<file path="src/rtl/jump_inc_pkg.sv">
package jump_inc_pkg;

    // =====================================================================
    // widths
    // =====================================================================
    localparam int DATA_WIDTH      = 8;
    localparam int WORD_WIDTH      = 16;
    localparam int PC_WIDTH        = 21;
    localparam int TARGET_WIDTH    = 20;
    localparam int DATA_ADDR_WIDTH = 12;
    localparam int BANK_WIDTH      = 4;
    localparam int FLAG_COUNT      = 5;

    // =====================================================================
    // opcode fields
    // =====================================================================
    localparam logic [7:0] JUMP_FIRST_PATTERN  = 8'hEF;
    localparam int         JUMP_FIRST_MSB      = 15;
    localparam int         JUMP_FIRST_LSB      = 8;
    localparam logic [3:0] JUMP_SECOND_PATTERN = 4'hF;
    localparam int         JUMP_SECOND_LSB     = 12;
    localparam logic [5:0] INC_PATTERN         = 6'h0A;
    localparam int         INC_PATTERN_LSB     = 10;
    localparam int         DEST_BIT            = 9;
    localparam int         ACCESS_BIT          = 8;

    // =====================================================================
    // data addressing
    // =====================================================================
    localparam logic [7:0] LITERAL_OFFSET_LIMIT = 8'h5F;
    localparam logic [7:0] ACCESS_SPLIT         = 8'h60;
    localparam logic [3:0] ACCESS_LOW_BANK      = 4'h0;
    localparam logic [3:0] ACCESS_HIGH_BANK     = 4'hF;

    // =====================================================================
    // flag positions and reset values
    // =====================================================================
    localparam int FLAG_C  = 0;
    localparam int FLAG_HALF_CARRY = 1;
    localparam int FLAG_Z  = 2;
    localparam int FLAG_OVERFLOW   = 3;
    localparam int FLAG_N  = 4;

    localparam logic [20:0] PC_RESET    = 21'h000000;
    localparam logic [7:0]  WREG_RESET  = 8'h00;
    localparam logic [4:0]  FLAGS_RESET = 5'h00;

    // =====================================================================
    // instruction cycle quarters (one clock each)
    // =====================================================================
    typedef enum logic [3:0] {
        QUARTER_1 = 4'b0001,
        QUARTER_2 = 4'b0010,
        QUARTER_3 = 4'b0100,
        QUARTER_4 = 4'b1000
    } quarter_e;

    localparam int JUMP_CYCLES = 2;

endpackage

</file>
<file path="src/rtl/inc_unit.sv">
`timescale 1ns/1ps

module inc_unit
    import jump_inc_pkg::*;
#(
    parameter int WIDTH = DATA_WIDTH
)
(
    input  wire logic             clock_in,        // core clock
    input  wire logic             reset_in,        // sync reset, high
    input  wire logic             load_in,         // compute strobe
    input  wire logic [WIDTH-1:0] operand_in,      // byte to increment
    output logic      [WIDTH-1:0] result_out,      // operand plus one
    output logic                  carry_out,       // carry from msb
    output logic                  half_carry_out,  // carry from bit 3
    output logic                  negative_out,    // msb of result
    output logic                  overflow_out,    // signed overflow
    output logic                  zero_out         // result is zero
);

    if (WIDTH < 5)
    begin : g_width_check
        $error("inc_unit needs at least 5 bits");
    end

    // =====================================================================
    // adder
    // =====================================================================
    wire logic [WIDTH:0] sum      = {1'b0, operand_in} + {{WIDTH{1'b0}}, 1'b1};
    wire logic [4:0]     low_sum  = {1'b0, operand_in[3:0]} + 5'h01;
    wire logic           next_ovf = ~operand_in[WIDTH-1] & sum[WIDTH-1];

    always_ff @(posedge clock_in)
    begin
        if (reset_in)
        begin
            result_out     <= '0;
            carry_out      <= 1'b0;
            half_carry_out <= 1'b0;
            negative_out   <= 1'b0;
            overflow_out   <= 1'b0;
            zero_out       <= 1'b0;
        end
        else if (load_in)
        begin
            result_out     <= sum[WIDTH-1:0];
            carry_out      <= sum[WIDTH];
            half_carry_out <= low_sum[4];
            negative_out   <= sum[WIDTH-1];
            overflow_out   <= next_ovf;
            zero_out       <= (sum[WIDTH-1:0] == '0);
        end
    end

endmodule // inc_unit

</file>
<file path="src/rtl/jump_and_increment_exec.sv">
`timescale 1ns/1ps

module jump_and_increment_exec
    import jump_inc_pkg::*;
(
    input  wire logic                       clock_in,         // core clock, 125 MHz
    input  wire logic                       reset_in,         // sync reset, high
    input  wire logic                       instr_valid_in,   // fetched word present
    input  wire logic [WORD_WIDTH-1:0]      instr_word_in,    // word at Q1
    input  wire logic [WORD_WIDTH-1:0]      next_word_in,     // following word, by Q4
    input  wire logic                       extended_en_in,   // extended set on
    input  wire logic [BANK_WIDTH-1:0]      bank_pointer_in,  // bank pointer
    input  wire logic [DATA_ADDR_WIDTH-1:0] index_base_in,    // index base register
    input  wire logic [DATA_WIDTH-1:0]      mem_rdata_in,     // data byte, in Q3
    output quarter_e                        quarter_out,      // current quarter
    output logic [DATA_ADDR_WIDTH-1:0]      mem_addr_out,     // data address
    output logic                            mem_read_out,     // read strobe, Q2
    output logic                            mem_write_out,    // write strobe, Q4
    output logic [DATA_WIDTH-1:0]           mem_wdata_out,    // write data
    output logic [DATA_WIDTH-1:0]           wreg_out,         // working accumulator
    output logic [FLAG_COUNT-1:0]           flags_out,        // sign ovf zero half carry
    output logic [PC_WIDTH-1:0]             pc_out,           // program counter
    output logic                            pc_write_out,     // counter load, Q4
    output logic                            flush_out         // jump second cycle
);

    // =====================================================================
    // quarter sequencer
    // =====================================================================
    quarter_e quarter;
    quarter_e next_quarter;

    always_comb
    begin
        unique case (quarter)
            QUARTER_1: next_quarter = QUARTER_2;
            QUARTER_2: next_quarter = QUARTER_3;
            QUARTER_3: next_quarter = QUARTER_4;
            QUARTER_4: next_quarter = QUARTER_1;
            default:   next_quarter = QUARTER_1;
        endcase
    end

    always_ff @(posedge clock_in)
    begin
        if (reset_in)
            quarter <= QUARTER_1;
        else
            quarter <= next_quarter;
    end

    assign quarter_out = quarter;

    wire logic in_q1 = (quarter == QUARTER_1);
    wire logic in_q2 = (quarter == QUARTER_2);
    wire logic in_q3 = (quarter == QUARTER_3);
    wire logic in_q4 = (quarter == QUARTER_4);

    // =====================================================================
    // decode
    // =====================================================================
    wire logic       take_word  = in_q1 & instr_valid_in & ~flush_out;
    wire logic       is_jump    = (instr_word_in[JUMP_FIRST_MSB:JUMP_FIRST_LSB]
                                   == JUMP_FIRST_PATTERN);
    wire logic       is_inc     = (instr_word_in[WORD_WIDTH-1:INC_PATTERN_LSB]
                                   == INC_PATTERN);
    wire logic [7:0] file_addr  = instr_word_in[7:0];
    wire logic       access_sel = instr_word_in[ACCESS_BIT];
    wire logic       literal_mode = ~access_sel & extended_en_in
                                    & (file_addr <= LITERAL_OFFSET_LIMIT);
    wire logic [BANK_WIDTH-1:0] access_bank = (file_addr < ACCESS_SPLIT)
                                              ? ACCESS_LOW_BANK : ACCESS_HIGH_BANK;
    wire logic [DATA_ADDR_WIDTH-1:0] indexed_addr =
        DATA_ADDR_WIDTH'(index_base_in + {4'h0, file_addr});
    wire logic [DATA_ADDR_WIDTH-1:0] next_addr =
        literal_mode ? indexed_addr :
        access_sel   ? {bank_pointer_in, file_addr} :
                       {access_bank, file_addr};

    logic       op_jump;
    logic       op_inc;
    logic       dest_file;
    logic [7:0] target_low;

    always_ff @(posedge clock_in)
    begin
        if (reset_in)
        begin
            op_jump      <= 1'b0;
            op_inc       <= 1'b0;
            dest_file    <= 1'b0;
            target_low   <= 8'h00;
            mem_addr_out <= '0;
        end
        else if (in_q1)
        begin
            op_jump      <= take_word & is_jump;
            op_inc       <= take_word & is_inc;
            dest_file    <= instr_word_in[DEST_BIT];
            target_low   <= instr_word_in[7:0];
            mem_addr_out <= next_addr;
        end
    end

    // =====================================================================
    // absolute jump
    // =====================================================================
    wire logic second_ok = (next_word_in[WORD_WIDTH-1:JUMP_SECOND_LSB]
                            == JUMP_SECOND_PATTERN);
    wire logic [TARGET_WIDTH-1:0] jump_target =
        {next_word_in[JUMP_SECOND_LSB-1:0], target_low};

    assign pc_write_out = op_jump & in_q4 & second_ok;

    always_ff @(posedge clock_in)
    begin
        if (reset_in)
        begin
            pc_out    <= PC_RESET;
            flush_out <= 1'b0;
        end
        else if (in_q4)
        begin
            if (pc_write_out)
                pc_out <= {jump_target, 1'b0};
            flush_out <= pc_write_out;
        end
    end

    // =====================================================================
    // increment datapath
    // =====================================================================
    logic [DATA_WIDTH-1:0] alu_result;
    logic                  alu_c;
    logic                  alu_half;
    logic                  alu_n;
    logic                  alu_ovf;
    logic                  alu_z;

    inc_unit #(
        .WIDTH          (DATA_WIDTH)
    ) u_inc_unit (
        .clock_in       (clock_in),
        .reset_in       (reset_in),
        .load_in        (op_inc & in_q3),
        .operand_in     (mem_rdata_in),
        .result_out     (alu_result),
        .carry_out      (alu_c),
        .half_carry_out (alu_half),
        .negative_out   (alu_n),
        .overflow_out   (alu_ovf),
        .zero_out       (alu_z)
    );

    assign mem_read_out  = op_inc & in_q2;
    assign mem_write_out = op_inc & in_q4 & dest_file;
    assign mem_wdata_out = alu_result;

    wire logic [FLAG_COUNT-1:0] next_flags = {alu_n, alu_ovf, alu_z, alu_half, alu_c};

    always_ff @(posedge clock_in)
    begin
        if (reset_in)
        begin
            wreg_out  <= WREG_RESET;
            flags_out <= FLAGS_RESET;
        end
        else if (op_inc & in_q4)
        begin
            flags_out <= next_flags;
            if (!dest_file)
                wreg_out <= alu_result;
        end
    end
endmodule // jump_and_increment_exec

</file>
<file path="config.mk">
export PLATFORM = sky130hd
export DESIGN_NAME = jump_and_increment_exec
export DESIGN_NICKNAME = d
export VERILOG_FILES = /design/src/rtl/jump_inc_pkg.sv /design/src/rtl/inc_unit.sv /design/src/rtl/jump_and_increment_exec.sv
export SDC_FILE = /design/constraint.sdc
export NUM_CORES = 1
export LEC_CHECK = 0
export BUFFER_PORTS_ARGS = -buffer_cell sky130_fd_sc_hd__buf_2
export CAP_MARGIN = 20
export CORE_MARGIN = 2
export CORE_UTILIZATION = 29
export CTS_CLUSTER_SIZE = 40
export DETAILED_ROUTE_END_ITERATION = 7
export GPL_TIMING_DRIVEN = 0
export PLACE_DENSITY_LB_ADDON = 0.15
export SYNTH_ARGS = -nofsm -noshare
export SYNTH_HDL_FRONTEND = slang
export SYNTH_SLANG_ARGS = --single-unit
</file>
<file path="constraint.sdc">
create_clock -name clock_in -period 2.31 [get_ports clock_in]
set_clock_uncertainty 0.1 [all_clocks]
set_input_delay 0.3465 -clock clock_in [delete_from_list [all_inputs] [get_ports clock_in]]
set_output_delay 0.3465 -clock clock_in [all_outputs]
set_load 0.02 [all_outputs]
</file>
== Word-level counts from Yosys, hierarchy flattened ==
Cells that the tools add are included.
Widths: inputs -> output; s select.
Word-level totals
  register bits after elaboration: 74
Cells by class
  add/sub/neg operators: 3
  $lt $le $gt $ge: 2
  equality and inequality tests: 7
  mux-type cells: 4
  bitwise gates (word level): 17
  reduce and logical (&&, ||, !) cells: 3
Operators with widths (number)
  $mux 12: 2
  $and 1x1->1: 13
  $add 12x8->12: 1
  $pmux 4 s3: 1
  $add 8x1->9 const B: 1
  $eq 4x4->1 const B: 2
  $eq 8x8->1 const B: 1
  $le 8x7->1 const B: 1
  $logic_not 8->1: 1
  $lt 8x7->1 const B: 1
  $eq 6x4->1 const B: 1
  $add 4x1->5 const B: 1
  $eq 4x1->1 const B: 1
  $eq 4x2->1 const B: 1
  $eq 4x3->1 const B: 1
  $mux 4: 1
  $not 1->1: 4
  $reduce_and 2->1: 2

== Longest topological paths before layout ==
Gate-level depths: netlist of the first run.
  word-level depth: 4
  depth in mapped cells: 8

== Hierarchy ==
A second synthesis of the first run with hierarchy kept.
Unflattened totals
  cell total of the unflattened synthesis: 432
  area, all modules: 3440.8 um^2
By module, submodules not included
  jump_and_increment_exec: times used 1, cells each 369, area an instance 2870.3 um^2
  inc_unit: times used 1, cells each 63, area an instance 570.5 um^2

== Worst setup path before layout of the first run ==
Ideal clock, no wire load.
  path kind: input-to-reg
  from: input instr_word_in[1]
  to: register mem_addr_out[11]
  data arrival time: 1.790 ns
  required time: 2.131 ns
  slack: 0.341 ns
  stages: 6
  buffers on the path: 0
  path through: ha_1 a21o_1 nand4_1 a2111o_1 a2111o_1 o211ai_1
Between the ends
  cells in the longest elaborated chain, start to end: 4
RTL lines
  start, declared: RTL line jump_and_increment_exec.sv:9  | input wire logic [WORD_WIDTH-1:0] instr_word_in,
  $lt 8x7->1: RTL line jump_and_increment_exec.sv:71  | wire logic [BANK_WIDTH-1:0] access_bank = (file_addr < ACCESS_SPLIT)
  $mux 4: RTL line jump_and_increment_exec.sv:72  | ? ACCESS_LOW_BANK : ACCESS_HIGH_BANK;
  $mux 12: RTL line jump_and_increment_exec.sv:77  | access_sel ? {bank_pointer_in, file_addr} :
  $mux 12 *: RTL line jump_and_increment_exec.sv:76  | literal_mode ? indexed_addr :
  end signal, assigned: RTL line jump_and_increment_exec.sv:101  | mem_addr_out <= next_addr;
  end, declared: RTL line jump_and_increment_exec.sv:16  | output logic [DATA_ADDR_WIDTH-1:0] mem_addr_out,
Every way passes the cells marked *; elsewhere a longest branch is shown, timed or not.
A chain may end at the register's enable or synchronous reset.

== Worst setup path in the final report of the first run ==
  from: register quarter[0], in the netlist quarter_out[0]
  to: output mem_write_out
Between the ends
  cells in the longest elaborated chain, start to end: 3
RTL lines
  start, declared: RTL line jump_and_increment_exec.sv:30  | quarter_e quarter;
  start signal, assigned: RTL line jump_and_increment_exec.sv:49  | quarter <= next_quarter;
  $eq 4x4->1: RTL line jump_and_increment_exec.sv:57  | wire logic in_q4 = (quarter == QUARTER_4);
  $and 1x1->1 (2 in a row): RTL line jump_and_increment_exec.sv:156  | assign mem_write_out = op_inc & in_q4 & dest_file;
  end, declared: RTL line jump_and_increment_exec.sv:18  | output logic mem_write_out,
No other way between the ends.

==> results of run 1 <==
==> state kept, by name, summed over array words and instances, names as in the netlist <==
register                   flops
dest_file                      1
flags_out                      5
flush_out                      1
mem_addr_out                  12
op_inc                         1
op_jump                        1
pc_out                        20
quarter_out                    4
target_low                     8
u_inc_unit.carry_out           1
u_inc_unit.half_carry_out      1
u_inc_unit.negative_out        1
u_inc_unit.overflow_out        1
u_inc_unit.result_out          7
u_inc_unit.zero_out            1
wreg_out                       8
==> per-layer routing <==
| layer | global-route usage | wire, um |
|---|---|---|
| met1 | 0.221 | 4880 |
| met2 | 0.253 | 4630 |
| met3 | 0.0427 | 545 |
| met4 | 0.0447 | 146 |
| met5 | 0 | 0 |
==> layout make-up <==
type | instances | area [um^2]
plain buffers | 24 | 123
clock buffers | 9 | 225
clock inverters | 7 | 95.1
fillers | 1203 | 6930
inverters | 11 | 41.3
multi-input cells | 321 | 1800
flip-flops and latches | 73 | 1470
well taps | 143 | 179
repair buffers | 121 | 613
==> through the flow <==
| stage | hold WS (ns) | instance area, um^2 | power, W | setup WS [ns] |
|---|---|---|---|---|
| after floorplan | 0.332 | 3420 | 0.00184 | 0.341 |
| after global placement | 0.340 | 4190 | 0.00209 | 0.0597 |
| after detailed placement | 0.345 | 4190 | 0.00210 | 0.0411 |
| after CTS | 0.145 | 4530 | 0.00361 | 0.0381 |
| after global routing | 0.147 | 4540 | 0.00375 | 0.0276 |
| final | 0.157 | 4540 | 0.00356 | 0.140 |
==> worst paths after layout <==
kind                        start             endpoint  slack [ns]  depth (start not counted)
setup / recovery   quarter_out[0]        mem_write_out        0.14                          5
hold / removal    next_word_in[4]           pc_out[13]        0.16                          3
setup reg to reg   quarter_out[2]  u_inc_unit.zero_out        0.39                          5
hold reg to reg        pc_out[15]           pc_out[15]        0.35                          2
==> worst reg2reg max path, stage by stage (launching register included) <==
cell and delay (ns):
dfxtp_2 0.41, nor4b_1 0.51, nand2_1 0.35, nor3_1 0.25
nand3_1 0.09, o21ai_0 0.14
==> report_power, final <==
group / internal, W / switching (W) / total (W)
logic: 0.000236 / 0.000420 / 0.000656
registers: 0.00135 / 0.0000669 / 0.00142
clock network: 0.000945 / 0.000540 / 0.00148
==> cells in the mapped netlist, drive strengths merged (2+ instances only) <==
| cell | instances | area (um^2) |
|---|---|---|
| nor4b | 3 | 47.5 |
| a211oi | 9 | 72.6 |
| or3 | 2 | 12.5 |
| o21ai | 7 | 35.0 |
| o211a | 3 | 30.0 |
| nor2b | 4 | 25.0 |
| xor2 | 4 | 35.0 |
| o21a | 4 | 30.0 |
| dfxtp | 73 | 1460 |
| nor3 | 7 | 35.0 |
| a21o | 5 | 37.5 |
| a2111o | 3 | 33.8 |
| nand2b | 2 | 12.5 |
| a311oi | 2 | 17.5 |
| nor4 | 2 | 12.5 |
| and4 | 2 | 17.5 |
| and2 | 3 | 18.8 |
| inv | 10 | 37.5 |
| a21oi | 60 | 300 |
| o31ai | 2 | 15.0 |
| nand2 | 102 | 385 |
| nand3 | 23 | 115 |
| nor2 | 29 | 111 |
| xnor2 | 4 | 35.0 |
| ha | 11 | 138 |
| and3 | 4 | 25.0 |
| a22oi | 3 | 22.5 |
| o211ai | 6 | 45.0 |
| nand4 | 3 | 18.8 |
| buf | 11 | 68.8 |
| clkbuf | 13 | 50.0 |
| and4b | 2 | 20.0 |
==> logic make-up (layout without fill, tap and decap cells) <==
family / Yosys count / in the layout / synth area share
buffers and inverters: 35 / 172 / 0.0468
xor gates and xnor gates: 8 / 8 / 0.0205
DFF: 73 / 73 / 0.428
adders and majority gates: 12 / 12 / 0.0461
and+or+nand+nor: 191 / 191 / 0.258
other: 1 / 1 / 0.00110
AOI/OAI and AO/OA: 109 / 109 / 0.199
==> timing repair <==
item / CTS / global route
resized for setup: 0 / 6
buffers inserted: 2 / 0
pin swaps: 1 / 2
endpoints found under the setup margin: 2 / 2
hold endpoints to repair: 0 / 0
==> summary.md, run 1 <==
| Metric | Value |
|---|---|
| Outcome | completed |
| EDFF count, synth | 0 |
| Layout Cells excl Fill | 709 |
| Initial DRC Count | about 180 |
| Die area | between 10,000 and 15,000 um^2 |
| GPL Wtd Cong | 0.821 |
| Commonest non-fill, non-tap cell in the layout | buf_2 |
| Fraction of layout instances using a drive strength above 1 | 0.279 |
| Row count | 39 |
| Buffers added on ports | ~120 |
| CTS Sinks | 73 |
| Max incr delay on CP | between 0.3 and 0.4 ns |
| Dpl cells | ~690 |
| Power per cell area | 784 nW/um^2 |
| H-tree depth | 3 |
| Commonest cells after routing, fill and taps aside | buf_2 (122), nand2_1 (101), dfxtp_1 (69), a21oi_1 (60), nor2_1 (28) |
| Slowest cell on crit path | nor4b_4 |
| Die Wd | approximately 110 um |
| Maxcap violations | 0 |
| CTS buffer count | 9 |
| DR pass1 iterations | 4 |
| Via count | roughly 3,400 |
| Setup Crit Path Kind | flop to primary output |
| DP Wirelength | about 7.8 mm |
| # nets final | ~630 |
| Initial antenna violation count | 0 |
| Synth unique cells | between 50 and 60 |
| Initial Utilization | 0.298 |
| Gr usage total | 0.162 |
| VDD IR max | between 300 and 400 uV |
| Clk Latency, worst-skew pair | 0.33 ns |
| Critical Path AT | about 1.7 ns |
| Cts-stage hold buffer count | 0 |
| Worst path cell trace | nor4b_4, buf_4, nand2_2, nor2_1, buf_2 |
| Core ar. | roughly 11,000 um^2 |
| Avg Cell Area, Syn | 7.97 um^2 |
| Async SR Flop Fraction | 0 |
| Clock transition at the registers of the reported paths | approximately 0.06 ns |
| Tcrit/Tclk final | 0.939 |
| N_diodes | 0 |
| CTS tree | yes |
| Ys Warns | 0 |
| DRC | 0 |
| Slew @ Worst Pin | approximately 0.57 ns |
| Ys flop type | dfxtp_1 |
| First-pass GRT wire length | between 15 and 20 mm |
| Count of final hold-check violations | 0 |
| Shortest period the worst path allows | about 2.2 ns |
| Max Freq | roughly 0.46 GHz |
| Num ports | roughly 120 |
| Vias per cell | between 4 and 5 |
| Max transition margin | 0.612 |
| Critical Path RT | 1.86 ns |
| Startpoint types | flop |
| Sequential area share after synthesis | 0.428 |
| Vias in the first global route | around 3,300 |
| Buffers & Inverters on Critical Path | 2 |
| Pleak | 1.99 nW |
| Unrepaired setup endpoints after global routing | no |
| Setup violations, final | 0 |
| Worst-path maximum fanout | 7 |
| Mapped Nets | between 500 and 600 |
| Synth Cell Area | ~3400 um^2 |
| Critical path's top delay family | simple AND/OR/NAND/NOR gates |
| Root Buffer Master | clkbuf_16 |
| Total grt overflow | 0 |
| Number of synthesized register bits | 73 |
| Largest net degree at the start of global routing | 14 |
| Layout area overhead | 32.8% |
| CP endpoint kind | primary output |
| Hold WC Path Type | primary input to flop |
| Setup tns final | 0 ns |
| Die height | between 100 and 150 um |
| Cells after Synth | 429 |
| Post-layout util | 0.396 |
| Post-route ant nets | 0 |
| Routed wire length | 10.2 mm |
| Max Buffers Root-to-Sink | 2 |
| Pins Over Slew Limit | 0 |
| Wire per inst | roughly 14 um |
Power figures use the tool's default switching activity.
==> run 2: changes to the inputs <==
--- a/config.mk
+++ b/config.mk
@@ -15,4 +15,5 @@
 export PLACE_DENSITY_LB_ADDON = 0.15
 export SYNTH_ARGS = -nofsm -noshare
 export SYNTH_HDL_FRONTEND = slang
+export SYNTH_HIERARCHICAL = 1
 export SYNTH_SLANG_ARGS = --single-unit
==> summary.md, run 2 <==
| Metric | Value |
|---|---|
| Top Registers | pc_out x20, mem_addr_out x12 |
| Count of final hold-check violations | 0 (unchanged) |
| Layout Cells excl Fill | 711 (+0.28%) |
| Pins Over Slew Limit | 0 (unchanged) |
| Cells after Synth | 432 (+0.70%) |
| Async SR Flop Fraction | 0 (unchanged) |
| Post-route ant nets | 0 (unchanged) |
| Setup Crit Path Kind | flop to primary output |
| Die Wd | 113 um (+0.32%) |
| Buffers & Inverters on Critical Path | 2 (unchanged) |
| DR pass1 iterations | 6 (+2) |
| Num ports | 122 (unchanged) |
| Root Buffer Master | clkbuf_16 |
| Max Buffers Root-to-Sink | 2 (unchanged) |
| Vias in the first global route | 3,268 (-1.8%) |
| Largest net degree at the start of global routing | 14 (unchanged) |
| Routed wire length | 10.2 mm (+0.25%) |
| Max incr delay on CP | 0.46 ns (+0.07 ns) |
| Setup violations, final | 0 (unchanged) |
| Max transition margin | 0.615 (+0.00292) |
| Hold WC Path Type | primary input to flop |
| Clock power frac | 0.428 (+0.011) |
| Post-synth top area share | 0.425 (-0.00280) |
| Shortest period the worst path allows | 2.16 ns (-0.00552 ns) |
| Row count | 39 (unchanged) |
| Outcome | finished with violations |
| Max Freq | 0.462 GHz (+0.25%) |
| Initial DRC Count | 176 (-2.8%) |
| Critical Path AT | 1.72 ns (about the same) |
| DRC | 11 (+11) |
| Total grt overflow | 0 (unchanged) |
| Die area | 12,800 um^2 (+0.63%) |
| First-pass GRT wire length | 16.1 mm (-2.3%) |
| Number of flip-flops in the largest register | 20 (unchanged) |
| Clk Latency, worst-skew pair | 0.33 ns (about the same) |
| P_sw | 0.00106 W (+3.6%) |
| Startpoint types | flop |
| # Post-CTS Setup Buffers | 0 (-2) |
| Commonest cells after routing, fill and taps aside | buf_2 (129), nand2_1 (102), dfxtp_1 (73), a21oi_1 (58), nor2_1 (30) |
| Mapped Nets | 504 (+0.60%) |
| Critical Path RT | 1.86 ns (about the same) |
| Power per cell area | 803 nW/um^2 (+2.5%) |
| Grt peak-use layer | met2 |
| Failing checks | design-rule violations |
| Commonest non-fill, non-tap cell in the layout | buf_2 |
| Dpl cells | 695 (+0.58%) |
| Gr usage total | 0.158 (-0.00401) |
| Ys flop type | dfxtp_1 |
| Core ar. | 11,500 um^2 (+0.43%) |
| Initial antenna violation count | 0 (unchanged) |
| Global Route met1 Usage | 0.213 (-0.00801) |
| Post_cts resized | 0 (unchanged) |
| Number of synthesized register bits | 73 (unchanged) |
| Most used cell, CP | buf_2 |
| CTS tree | yes |
| Largest register by flop count | pc_out |
| CTS Sinks | 73 (unchanged) |
| Layout area overhead | 32.9% (about the same) |
| DP Wirelength | 7.83 mm (+0.35%) |
| Synth unique cells | 59 (+13%) |
| Fraction of layout instances using a drive strength above 1 | 0.275 (-0.00450) |
| Tcrit/Tclk final | 0.937 (-0.00239) |
| DP Area | 4220 um^2 (+0.66%) |
| Most common cell in the netlist | nand2_1 |
| Initial Utilization | 0.299 (+0.000693) |
| Pleak | 1.99 nW (about the same) |
| H-tree depth | 3 (unchanged) |
| GPL Wtd Cong | 0.827 (+0.79%) |
| Worst path cell trace | nor4b_2, buf_2, and3_1, buf_2 |
| Part of the power in registers | 0.385 (-0.013) |
| Area contributors post-synth | dfxtp_1 (42%), nand2_1 (11%), a21oi_1 (8.4%), ha_1 (4.0%), nor2_1 (3.3%) |
| Buffers added on ports | 120 (+0.84%) |
| Worst-path maximum fanout | 10 (+3) |
| # nets final | 635 (+0.32%) |
| N_diodes | 0 (unchanged) |
| Sequential area share after synthesis | 0.425 (-0.00280) |
| Unrepaired setup endpoints after global routing | no |
| Via count | 3,495 (+2.0%) |
| Synth Cell Area | 3440 um^2 (+0.66%) |
| Grt met3 use | 0.0321 (-0.0105) |
| Die height | 113 um (+0.32%) |
| Power Internal | 0.00261 W (+3.1%) |
| Critical path's top delay family | buffers and inverters |
| CP endpoint kind | primary output |
| CTS buffer count | 9 (unchanged) |
| VDD IR max | 322 uV (-4.0%) |
| Final instance area | 4570 um^2 (+0.72%) |
| Most common library cells after synthesis | nand2_1 (102), dfxtp_1 (73), a21oi_1 (58) |
| GRT met2 Usage | 0.247 (-0.00691) |
| Gate power share | 0.187 (+0.002) |
| Filler instances | 1,241 (+3.2%) |
| Ys Warns | 6 (+6) |
| Avg Cell Area, Syn | 7.96 um^2 (about the same) |
| Vias per cell | 4.92 (+1.7%) |
| Clock transition at the registers of the reported paths | 0.06 ns (about the same) |
| Maxcap violations | 0 (unchanged) |
| Synth area leader | dfxtp_1 |
| EDFF count, synth | 0 (unchanged) |
| Slew @ Worst Pin | 0.578 ns (+0.00370 ns) |
| Slowest cell on crit path | dfxtp_1 |
| Cts-stage hold buffer count | 0 (unchanged) |
| Switch share | 0.290 (+0.00101) |
| Wire per inst | 14.4 um (about the same) |
-- run 2: cell types whose count changed in the layout (fill, tap and decap cells not counted), sizes merged, moves of 3 or more --
cell    before  now
nand3       23   14
o21a         4    0
clkbuf      22   25
nand4b       1    4
and4         2    6
-- run 2: area by class of cell --
| type | instances | area [um^2] | share of cell area |
|---|---|---|---|
| buffer | 26 | 118 | 0.0257 |
| clock buffer | 11 | 253 | 0.0553 |
| clock inverter | 5 | 86.3 | 0.0189 |
| inverter | 11 | 41.3 | 0.00903 |
| multi-input combinational | 322 | 1830 | 0.401 |
| sequential | 73 | 1460 | 0.320 |
| tap | 143 | 179 | 0.0391 |
| timing repair buffer | 120 | 601 | 0.131 |
-- run 2: worst paths after layout --
| path | start | endpoint | slack (ns) | depth (start not counted) |
|---|---|---|---|---|
| worst max-delay path | quarter_out[3] | mem_write_out | 0.15 | 4 |
| worst min-delay path | next_word_in[4] | pc_out[13] | 0.16 | 3 |
| worst max register to register | quarter_out[3] | mem_addr_out[9] | 0.20 | 7 |
| worst min register to register | pc_out[10] | pc_out[10] | 0.35 | 2 |
-- run 2: power by group through the flow --
stage	Combinational (W)	Clock, W	Sequential, W
after floorplan	0.000365	0	0.00150
after global placement	0.000678	0	0.00144
after CTS	0.000686	0.00161	0.00141
final	0.000687	0.00157	0.00141
after global routing	0.000755	0.00166	0.00142
after detailed placement	0.000683	0	0.00144
-- run 2: worst min-delay path, cell delays in order --
cell and delay [ns]:
buf_2 0.09, nand2_1 0.05, a21oi_1 0.05
-- run 2: logic make-up (layout without fill, tap and decap cells) --
group	count (synthesis)	in the layout	synth area share
AOI/OAI and AO/OA	105	105	0.195
DFF	73	73	0.425
muxes	2	2	0.00582
xor gates and xnor gates	6	6	0.0153
other	1	1	0.00109
adders and majority gates	12	12	0.0458
buffers and inverters	37	173	0.0462
and+or+nand+nor	196	196	0.266
-- run 2: per-stage QoR --
stage / TNS (ns) / total power (W) / util / setup slack, ns / hold WS, ns
after floorplan: 0 / 0.00186 / - / 0.324 / 0.325
after global placement: -0.0183 / 0.00211 / 0.366 / -0.0183 / 0.337
after detailed placement: 0 / 0.00212 / 0.366 / 0.0147 / 0.342
after CTS: 0 / 0.00370 / 0.396 / 0.0676 / 0.150
after global routing: 0 / 0.00384 / 0.397 / 0.0210 / 0.164
final: 0 / 0.00367 / 0.397 / 0.145 / 0.157
-- run 2: metal layers --
| layer | vias up | wire length [um] |
|---|---|---|
| li1 | 1791 | - |
| met1 | 1581 | 4910 |
| met2 | 107 | 4450 |
| met3 | 16 | 639 |
| met4 | 0 | 227 |
| met5 | - | 0 |
